File: config.mk
export PLATFORM = sky130hd
export DESIGN_NAME = dpfh_ctrl_flat
export DESIGN_NICKNAME = d
export VERILOG_FILES = /design/src/verilog/dpfh_pkg.sv /design/src/verilog/dpfh_if.sv /design/src/verilog/dpfh_ctrl.sv /design/src/flat_wrapper.sv
export VERILOG_INCLUDE_DIRS = /design/src /design/src/verilog
export SDC_FILE = /design/constraint.sdc
export NUM_CORES = 1
export LEC_CHECK = 0
export ABC_AREA = 1
export BUFFER_PORTS_ARGS = -buffer_cell sky130_fd_sc_hd__clkbuf_2
export CORE_MARGIN = 2
export CORE_UTILIZATION = 41
export DETAILED_ROUTE_END_ITERATION = 8
export GPL_TIMING_DRIVEN = 0
export SYNTH_ARGS = -nofsm -noshare
export SYNTH_HDL_FRONTEND = slang
export SYNTH_SLANG_ARGS = --single-unit
File: constraint.sdc
create_clock -name clock -period 3.4 [get_ports clock]
set_input_delay 0.34 -clock clock [delete_from_list [all_inputs] [get_ports clock]]
set_output_delay 0.34 -clock clock [all_outputs]
set_load 0.01 [all_outputs]
File: src/verilog/dpfh_defs.svh
// Purpose: Constants shared by both ends of the flow-control handshake
// Assumes: One bus clock at 50 MHz
// Notes:   Widths, default lengths and the zero and one count values only
`ifndef DPFH_DEFS_SVH
`define DPFH_DEFS_SVH
`define DPFH_DATA_W        32
`define DPFH_BURST_LEN     4
`define DPFH_FIFO_DEPTH    16
`define DPFH_CNT_W         8
`define DPFH_BYTE_W        8
`define DPFH_CNT_ZERO      8'h00
`define DPFH_CNT_ONE       8'h01
`endif

File: src/verilog/dpfh_pkg.sv
// Purpose: Types for the flow-control handshake
// Assumes: Included defines
// Notes:   Flow-control ends (source, destination) and controller states
`include "dpfh_defs.svh"
package dpfh_pkg;
	typedef enum logic [4:0] {
		DPFH_IDLE  = 5'h01,
		DPFH_MOVE  = 5'h02,
		DPFH_ACK   = 5'h04,
		DPFH_DRAIN = 5'h08,
		DPFH_LOAD  = 5'h10
	} dpfh_state_e;
	typedef enum logic [1:0] {
		DPFH_FLOW_SRC = 2'h0,
		DPFH_FLOW_DST = 2'h1
	} dpfh_flow_e;
endpackage : dpfh_pkg

File: src/verilog/dpfh_if.sv
// Purpose: Request and response wires between a peripheral and the controller
// Assumes: All signals on the bus clock
// Notes:   One modport per party
`timescale 1ns/10ps
interface dpfh_if;
	logic burst_req;
	logic single_req;
	logic last_burst_req;
	logic last_single_req;
	logic xfer_clear_ack;
	logic packet_terminal_count;
	modport ctrl (
		input  burst_req,
		input  single_req,
		input  last_burst_req,
		input  last_single_req,
		output xfer_clear_ack,
		output packet_terminal_count
	);
	modport periph (
		output burst_req,
		output single_req,
		output last_burst_req,
		output last_single_req,
		input  xfer_clear_ack,
		input  packet_terminal_count
	);
endinterface : dpfh_if

File: src/verilog/dpfh_ctrl.sv
// Purpose: Controller end of the peripheral flow-control handshake
// Assumes: Bus transfers abstracted as one beat per cycle when allowed
// Notes:   FIFO is an occupancy count; data path lives elsewhere
//
// Summary of operation
// - Peripheral keeps burst and last-burst exclusive
// - Peripheral keeps single and last-single exclusive
// - Four request lines exclusive, no upgrades
// - No length count; one transfer per request
// - Peripheral picks burst, last-burst, single, last-single
// - Last request transfer then load next descriptor
// - Source reads only when FIFO has room
// - No source reads after last until load, except the end of a fetch already started in destination flow
// - Destination writes need request and enough data
// - Drain FIFO in bursts, then load descriptor
// - Destination flow: fetch only on destination demand
// - Destination last: fetch, write, then load
// - Leftover narrow-destination bytes discarded
// - Requests active high, sampled on clock edge
// - Peripheral holds request until acknowledge
// - Acknowledge after last item, drop after request
// - Terminal count marks end of packet
// - Selected requests pass a synchroniser
// - Terminal count, then next descriptor
`timescale 1ns/10ps
`include "dpfh_defs.svh"
module dpfh_ctrl
	import dpfh_pkg::*;
#(
	parameter int BURST_LEN  = `DPFH_BURST_LEN,
	parameter int FIFO_DEPTH = `DPFH_FIFO_DEPTH
) (
	input  wire logic             clock,
	input  wire logic             rst_n,
	dpfh_if.ctrl                  flow,
	dpfh_if.ctrl                  peer,
	input  wire logic             flow_is_dst,
	input  wire logic [1:0]       req_sync_select,
	input  wire logic             bus_ready,
	output logic                  src_read,
	output logic                  dst_write,
	output logic                  descriptor_load,
	output logic [`DPFH_CNT_W-1:0] fifo_level,
	output logic [`DPFH_CNT_W-1:0] discarded
);
	dpfh_state_e state;
	logic [3:0] f_s1, f_s2, p_s1, p_s2;
	logic [3:0] f_req, p_req;
	logic [`DPFH_CNT_W-1:0] beats;
	logic last_seen;
	logic src_busy;
	logic [`DPFH_CNT_W-1:0] fetch_left;
	logic fetch_start;
	logic [`DPFH_CNT_W-1:0] burst_n;
	logic [`DPFH_CNT_W-1:0] depth_n;
	assign burst_n = BURST_LEN[`DPFH_CNT_W-1:0];
	assign depth_n = FIFO_DEPTH[`DPFH_CNT_W-1:0];

	function automatic logic [3:0] pack(input logic b, input logic s,
		input logic lb, input logic ls);
		pack = {ls, lb, s, b};
	endfunction : pack

	function automatic logic [`DPFH_CNT_W-1:0] size_of(input logic [3:0] r,
		input logic [`DPFH_CNT_W-1:0] bl);
		size_of = (r[0] | r[2]) ? bl : `DPFH_CNT_ONE;
	endfunction : size_of

	// Two-flop path for requests from another clock domain
	always_ff @(posedge clock or negedge rst_n) begin
		if (!rst_n) begin
			f_s1 <= 4'h0;
			f_s2 <= 4'h0;
			p_s1 <= 4'h0;
			p_s2 <= 4'h0;
		end else begin
			f_s1 <= pack(flow.burst_req, flow.single_req, flow.last_burst_req, flow.last_single_req);
			f_s2 <= f_s1;
			p_s1 <= pack(peer.burst_req, peer.single_req, peer.last_burst_req, peer.last_single_req);
			p_s2 <= p_s1;
		end
	end
	// Sync adds two cycles of latency, so only enable when clocks differ
	assign f_req = req_sync_select[0] ? f_s2 : pack(flow.burst_req, flow.single_req,
		flow.last_burst_req, flow.last_single_req);
	assign p_req = req_sync_select[1] ? p_s2 : pack(peer.burst_req, peer.single_req,
		peer.last_burst_req, peer.last_single_req);

	logic fifo_room;
	logic fifo_enough;
	logic src_avail;
	assign fifo_room   = (depth_n - fifo_level) >= beats;
	assign fifo_enough = fifo_level >= burst_n;
	assign src_avail   = p_req[0] | p_req[1];
	// New fetch only when the FIFO is empty and the destination is owed data
	assign fetch_start = flow_is_dst && state == DPFH_MOVE && bus_ready
		&& beats != `DPFH_CNT_ZERO && fifo_level == `DPFH_CNT_ZERO
		&& fetch_left == `DPFH_CNT_ZERO && src_avail;

	// Beat enables per flow-control mode
	always_comb begin
		src_read  = 1'b0;
		dst_write = 1'b0;
		if (flow_is_dst) begin
			// A started fetch runs to its end, even past the acknowledge
			src_read = bus_ready && fetch_left != `DPFH_CNT_ZERO;
			if (state == DPFH_MOVE && bus_ready)
				dst_write = fifo_level != `DPFH_CNT_ZERO && beats != `DPFH_CNT_ZERO;
		end else if (state == DPFH_MOVE && bus_ready) begin
			src_read  = src_busy && fifo_room && beats != `DPFH_CNT_ZERO;
			dst_write = !src_read && p_req[0] && fifo_enough;
		end else if (state == DPFH_DRAIN && bus_ready) begin
			dst_write = fifo_level != `DPFH_CNT_ZERO && (p_req[0] || p_req[2]);
		end
	end

	// Fetch sized by what the source offers; a burst may overshoot the need
	always_ff @(posedge clock or negedge rst_n) begin
		if (!rst_n) begin
			fetch_left <= `DPFH_CNT_ZERO;
		end else if (src_read && flow_is_dst) begin
			fetch_left <= fetch_left - `DPFH_CNT_ONE;
		end else if (fetch_start) begin
			fetch_left <= size_of(p_req, burst_n);
		end
	end

	always_ff @(posedge clock or negedge rst_n) begin
		if (!rst_n) begin
			state     <= DPFH_IDLE;
			beats     <= `DPFH_CNT_ZERO;
			last_seen <= 1'b0;
			src_busy  <= 1'b0;
		end else begin
			case (state)
				DPFH_IDLE: begin
					if (f_req != 4'h0) begin
						// One transfer sized by the request kind only
						beats     <= size_of(f_req, burst_n);
						last_seen <= f_req[2] | f_req[3];
						src_busy  <= 1'b1;
						state     <= DPFH_MOVE;
					end
				end
				DPFH_MOVE: begin
					if (!flow_is_dst) begin
						if (src_read)
							beats <= beats - `DPFH_CNT_ONE;
						if (src_read && beats == `DPFH_CNT_ONE) begin
							src_busy <= 1'b0;
							state    <= DPFH_ACK;
						end
					end else if (dst_write) begin
						beats <= beats - `DPFH_CNT_ONE;
						if (beats == `DPFH_CNT_ONE)
							state <= DPFH_ACK;
					end
				end
				DPFH_ACK: begin
					if (f_req == 4'h0) begin
						if (!last_seen)
							state <= DPFH_IDLE;
						else if (!flow_is_dst && fifo_level != `DPFH_CNT_ZERO)
							state <= DPFH_DRAIN;
						else if (flow_is_dst && fetch_left != `DPFH_CNT_ZERO)
							state <= DPFH_DRAIN;
						else
							state <= DPFH_LOAD;
					end
				end
				DPFH_DRAIN: begin
					// Destination flow waits only for the source fetch to end
					if (flow_is_dst && fetch_left == `DPFH_CNT_ZERO)
						state <= DPFH_LOAD;
					else if (!flow_is_dst && (fifo_level == `DPFH_CNT_ZERO
						|| (dst_write && fifo_level == `DPFH_CNT_ONE)))
						state <= DPFH_LOAD;
				end
				DPFH_LOAD: begin
					last_seen <= 1'b0;
					state     <= DPFH_IDLE;
				end
				default: state <= DPFH_IDLE;
			endcase
		end
	end

	// Occupancy; leftover bytes dropped when a descriptor is loaded
	always_ff @(posedge clock or negedge rst_n) begin
		if (!rst_n) begin
			fifo_level <= `DPFH_CNT_ZERO;
			discarded  <= `DPFH_CNT_ZERO;
		end else if (state == DPFH_LOAD) begin
			discarded  <= fifo_level;
			fifo_level <= `DPFH_CNT_ZERO;
		end else if (src_read && !dst_write) begin
			fifo_level <= fifo_level + `DPFH_CNT_ONE;
		end else if (dst_write && !src_read) begin
			fifo_level <= fifo_level - `DPFH_CNT_ONE;
		end
	end

	always_ff @(posedge clock or negedge rst_n) begin
		if (!rst_n) begin
			descriptor_load <= 1'b0;
		end else begin
			descriptor_load <= state == DPFH_LOAD;
		end
	end

	assign flow.xfer_clear_ack        = state == DPFH_ACK;
	assign flow.packet_terminal_count = state == DPFH_ACK && last_seen;
	assign peer.xfer_clear_ack        = dst_write; // One pulse per beat to the peer
	assign peer.packet_terminal_count = state == DPFH_LOAD;
endmodule : dpfh_ctrl

File: src/flat_wrapper.sv
// flat-port wrapper written by rule: the top's interface ports become plain ports
module dpfh_ctrl_flat import dpfh_pkg::*;
#(
	parameter int BURST_LEN  = `DPFH_BURST_LEN,
	parameter int FIFO_DEPTH = `DPFH_FIFO_DEPTH
)
  (clock, rst_n, flow_is_dst, req_sync_select, bus_ready, src_read, dst_write, descriptor_load, fifo_level, discarded, flow_burst_req, flow_single_req, flow_last_burst_req, flow_last_single_req, flow_xfer_clear_ack, flow_packet_terminal_count, peer_burst_req, peer_single_req, peer_last_burst_req, peer_last_single_req, peer_xfer_clear_ack, peer_packet_terminal_count);
  dpfh_if flow_i ();
  dpfh_if peer_i ();
  input  wire logic clock;
  input  wire logic rst_n;
  input  wire logic flow_is_dst;
  input  wire logic [1:0] req_sync_select;
  input  wire logic bus_ready;
  output logic src_read;
  output logic dst_write;
  output logic descriptor_load;
  output logic [`DPFH_CNT_W-1:0] fifo_level;
  output logic [`DPFH_CNT_W-1:0] discarded;
  input wire logic [$bits(flow_i.burst_req)-1:0] flow_burst_req;
  input wire logic [$bits(flow_i.single_req)-1:0] flow_single_req;
  input wire logic [$bits(flow_i.last_burst_req)-1:0] flow_last_burst_req;
  input wire logic [$bits(flow_i.last_single_req)-1:0] flow_last_single_req;
  output wire logic [$bits(flow_i.xfer_clear_ack)-1:0] flow_xfer_clear_ack;
  output wire logic [$bits(flow_i.packet_terminal_count)-1:0] flow_packet_terminal_count;
  input wire logic [$bits(peer_i.burst_req)-1:0] peer_burst_req;
  input wire logic [$bits(peer_i.single_req)-1:0] peer_single_req;
  input wire logic [$bits(peer_i.last_burst_req)-1:0] peer_last_burst_req;
  input wire logic [$bits(peer_i.last_single_req)-1:0] peer_last_single_req;
  output wire logic [$bits(peer_i.xfer_clear_ack)-1:0] peer_xfer_clear_ack;
  output wire logic [$bits(peer_i.packet_terminal_count)-1:0] peer_packet_terminal_count;
  assign flow_i.burst_req = flow_burst_req;
  assign flow_i.single_req = flow_single_req;
  assign flow_i.last_burst_req = flow_last_burst_req;
  assign flow_i.last_single_req = flow_last_single_req;
  assign flow_xfer_clear_ack = flow_i.xfer_clear_ack;
  assign flow_packet_terminal_count = flow_i.packet_terminal_count;
  assign peer_i.burst_req = peer_burst_req;
  assign peer_i.single_req = peer_single_req;
  assign peer_i.last_burst_req = peer_last_burst_req;
  assign peer_i.last_single_req = peer_last_single_req;
  assign peer_xfer_clear_ack = peer_i.xfer_clear_ack;
  assign peer_packet_terminal_count = peer_i.packet_terminal_count;
  dpfh_ctrl #(.BURST_LEN(BURST_LEN), .FIFO_DEPTH(FIFO_DEPTH)) u_core (.clock(clock), .rst_n(rst_n), .flow(flow_i), .peer(peer_i), .flow_is_dst(flow_is_dst), .req_sync_select(req_sync_select), .bus_ready(bus_ready), .src_read(src_read), .dst_write(dst_write), .descriptor_load(descriptor_load), .fifo_level(fifo_level), .discarded(discarded));
endmodule
==> flow_results.org <==
** Logic synthesis
- Summing every instance area after synthesis gives 0.00329 sq mm.
- During synthesis, Yosys emitted a total of 0 warnings.
- After synthesis the netlist holds a flip-flop and latch count of 54.
- Number of synthesized flops with an enable pin :: 0
- Of the synthesized area, sequential elements account for 0.411.
- Syn_nets :: roughly 450
- Number of unique standard cell types used by synthesis :: 40
- Async set-or-reset flop fraction in the synthesized netlist :: 1.00
- Synthesized area per cell :: slightly below 8 sq um
- Top FF cell, synth :: dfrtp_1
- Synthesized netlist cell count :: 419

** Run status
- Result of the run :: finished clean

** Setup path
- Cell-by-cell listing of the critical path :: inv_1 > ha_1 > nand2_2 > nand2_1 > nand2_1 > xor2_1 > ha_1 > nand2_1 > o21a_1 > nand2_1 > nand2_1 > nand2_2 > nand2_4 > buf_4 > clkbuf_2
- Worst Path Max Fanout :: 7
- CP peak stage delay :: between 0.4 and 0.5 ns
- The setup path with the least slack is of type reg2out.
- Critical-path top delay cell :: dfrtp_1
- Counting stages on the worst path, the most repeated cell is nand2_1.
- Arrival time worst endpoint :: 2.82 ns
- STA puts the critical path data required time at ~3.1 ns.
- The worst setup path is launched from a register.
- The worst setup path is captured at a primary output.

** Job
- Max_cap viols :: 0

** Placed design
- The count of buffers added on input and output ports is 35.
- At the end of routability-driven placement, the weighted congestion stood at just over 0.8.
- Hpwl dp :: approximately 5.4 mm
- Cell area after placement :: 0.00360 sq mm
- Number of placed cells counting well taps :: between 500 and 600

** Power and ir drop
- Net Switching :: 1.64 mW
- P per Cell Area :: 930 mW/mm^2
- The worst-case IR drop observed on VDD is 0.000291 V.
- Of the total power, the clock network draws 0.134.
- Of the total power, combinational logic draws 0.575.
- Internal power comes to 1.82 mW.
- The share of total power dissipated in sequential elements is 0.291.
- In this run the static leakage power is between 1.5 and 2 nW.
- Of the total power, the share spent switching nets is 0.473.

** Final layout
- Share of layout cells above drive strength 1 :: 0.188
- After filler insertion, the fill cell instance count of the layout stands at 790.
- Compared with the post-synthesis result, the final layout area differs by 13.0%.
- Inserted Diodes :: 0
- Most common cell after layout, fill and taps aside :: nand2_1
- Leading cell types in the layout, fill and taps excluded :: nand2_1, dfrtp_1, inv_1, nor2_1, clkbuf_2
- Final cell count without fillers :: 564
- Number of nets at the end of the flow :: 490
- After routing the design area is 0.00372 sq mm.

** Timing
- Achievable frequency :: 317 MHz
- Setup repair after global routing missed its margin :: no
- The final number of max-transition violations is 0.
- After routing, the total negative slack on setup checks comes to 0 ns.
- For the pin with the worst max-slew slack, the measured transition is 0.684 ns.
- Fin Clk Skew :: 0.00574 ns
- Headroom to the max-slew limit :: 0.544
- Counting I/O delays and the setup requirement, the final critical path takes 3.16 ns.
- The number of hold violations in the final report was 0.
- Crit share post-route :: 0.928
- Endpoints failing setup :: 0

** Drt
- Per-cell routed wire length :: between 10 and 15 um
- After detailed routing, the number of remaining DRC violations is 0.
- Before antenna repair, the detailed router went through 4 iterations.
- Final routed wirelength across all metal layers :: around 7.1 mm
- The routed layout has between 2000 and 3000 vias.
- DRT iter0 DRCs :: approximately 140
- Antenna-violating nets left :: 0
- Via density :: 4.94

** CTS
- The cell sitting at the root of the clock tree is a clkbuf_8.
- Total CTS buffers :: 5
- Number of resized instances in the post-cts repair step :: 0
- The clock reaches the later pin of the worst-skew pair after approximately 0.31 ns.
- CTS sink count :: 54
- TritonCTS built the clock tree.
- After clock tree synthesis, the flow added hold-fix buffers numbering 0.
- Buffers inserted during post-CTS setup optimization :: 0
- Clock-pin slew was measured on the worst setup and hold paths at 0.10 ns.
- The clock passes through at most 2 buffers.
- The H-tree generated during clock tree synthesis spans 2 levels.

** Floorplan
- Die Y :: around 94 um
- Die area :: just under 0.009 sq mm
- I/O pin count :: 37
- Row Count :: 32
- Core Area :: 0.00777 sq mm
- The die is 93.6 um wide.
- The initial utilization of the core area, before any placement, comes to 0.424.

** GRT
- The first global-routing pass estimated 12.3 mm of wire.
- The initial antenna violation count is 0.
- The number of global-route vias before repair was roughly 2600.
- Overall routing resource usage :: 0.177
- For this run the aggregate overflow at the end of global routing stands at 0.
- Largest net degree at the start of global routing :: 55

** Min path
- The min-delay analysis places its worst path in the category in2async.
-- layout make-up --
type                       count  area [sq um]  share of cell area
sequential                    54          1350               0.364
tap                          102           128              0.0343
inverter                      49           184              0.0494
clock inverter                 2          38.8              0.0104
multi-input combinational    306          1690               0.454
timing repair buffer          35           178              0.0478
buffer                        10          66.3              0.0178
clock buffer                   6          82.6              0.0222
-- metrics by stage --
step	util	power, mW	setup WS (ns)	hold slack (ns)
detailed placement	0.463	3.01	0.424	0.336
finish	0.479	3.46	0.244	0.0559
floorplan	-	2.54	0.722	0.0444
global placement	0.463	2.95	0.439	0.331
CTS	0.479	3.49	0.180	0.130
global route	0.479	3.85	0.00835	0.105
-- state kept, by name, indices dropped and copies added (netlist names) --
signal                  count
u_core.beats                8
u_core.discarded            8
u_core.fetch_left           8
u_core.fifo_level           8
u_core.state                5
u_core.f_s1                 4
u_core.f_s2                 4
u_core.p_s1                 3
u_core.p_s2                 3
u_core.descriptor_load      1
u_core.last_seen            1
u_core.src_busy             1
-- critical path: cells and delay by family, from the launching register on --
kind                       cells  cell delay, ns
buffers and inverters          3            0.46
xor gates and xnor gates       1            0.16
AOI/OAI and AO/OA              1            0.18
adders and majority gates      2            0.57
DFF                            1            0.44
and+or+nand+nor                8            0.69
-- cell usage after synthesis, types with 2 or more instances --
master | n | area share
nor3_2 | 2 | 0.0061
dfrtp_1 | 53 | 0.40
nand4_1 | 12 | 0.023
buf_4 | 3 | 0.0068
nor2_4 | 4 | 0.014
o21ai_1 | 14 | 0.021
o22ai_1 | 2 | 0.0038
a21oi_1 | 6 | 0.0091
nor3_1 | 6 | 0.0091
o21ai_2 | 2 | 0.0053
clkbuf_1 | 3 | 0.0034
inv_2 | 2 | 0.0023
o21ai_0 | 24 | 0.036
xor2_1 | 16 | 0.043
nor2_1 | 35 | 0.040
xnor2_1 | 2 | 0.0053
ha_1 | 15 | 0.057
nand2_2 | 10 | 0.019
nand3_1 | 30 | 0.046
nand2_1 | 104 | 0.12
or2_2 | 2 | 0.0038
nor2_2 | 7 | 0.013
buf_6 | 2 | 0.0068
inv_1 | 47 | 0.054
-- power groups by stage --
stage | combinational [mW] | sequential [mW] | clock (mW)
final | 1.99 | 1.01 | 0.464
after global routing | 2.30 | 1.04 | 0.511
after CTS | 2.00 | 1.01 | 0.482
after detailed placement | 1.98 | 1.02 | 0
after global placement | 1.94 | 1.01 | 0
after floorplan | 1.52 | 1.02 | 0
-- kinds of logic after synthesis --
group,count (synthesis),share of synthesized area
compound gates,55,0.0950
xor+xnor,18,0.0479
fa+ha+maj,15,0.0570
buf+inv,59,0.0760
flops,54,0.411
mux,2,0.00646
simple gates,216,0.307
-- final timing paths --
path	slack, ns	to	from	depth (start not counted)
worst max register to register	0.42	u_core.fifo_level[2]$_DFFE_PN0P_	u_core.fifo_level[0]$_DFFE_PN0P_	16
worst max-delay path	0.24	peer_xfer_clear_ack	u_core.fifo_level[0]$_DFFE_PN0P_	15
min in group clock	0.14	u_core.f_s1[1]$_DFF_PN0_	flow_single_req	1
worst min-delay path	0.06	u_core.f_s1[2]$_DFF_PN0_	rst_n	1
worst min register to register	0.36	u_core.p_s2[1]$_DFF_PN0_	u_core.p_s1[1]$_DFF_PN0_	0
max in group asynchronous	2.89	u_core.fifo_level[1]$_DFFE_PN0P_	rst_n	1
-- per-layer routing --
| metal | wire length [um] | global-route usage |
|---|---|---|
| met5 | 0 | 0 |
| met2 | 3340 | 0.283 |
| met4 | 106 | 0.0568 |
| met1 | 3410 | 0.242 |
| met3 | 254 | 0.0322 |
Power figures use the tool's default switching activity.
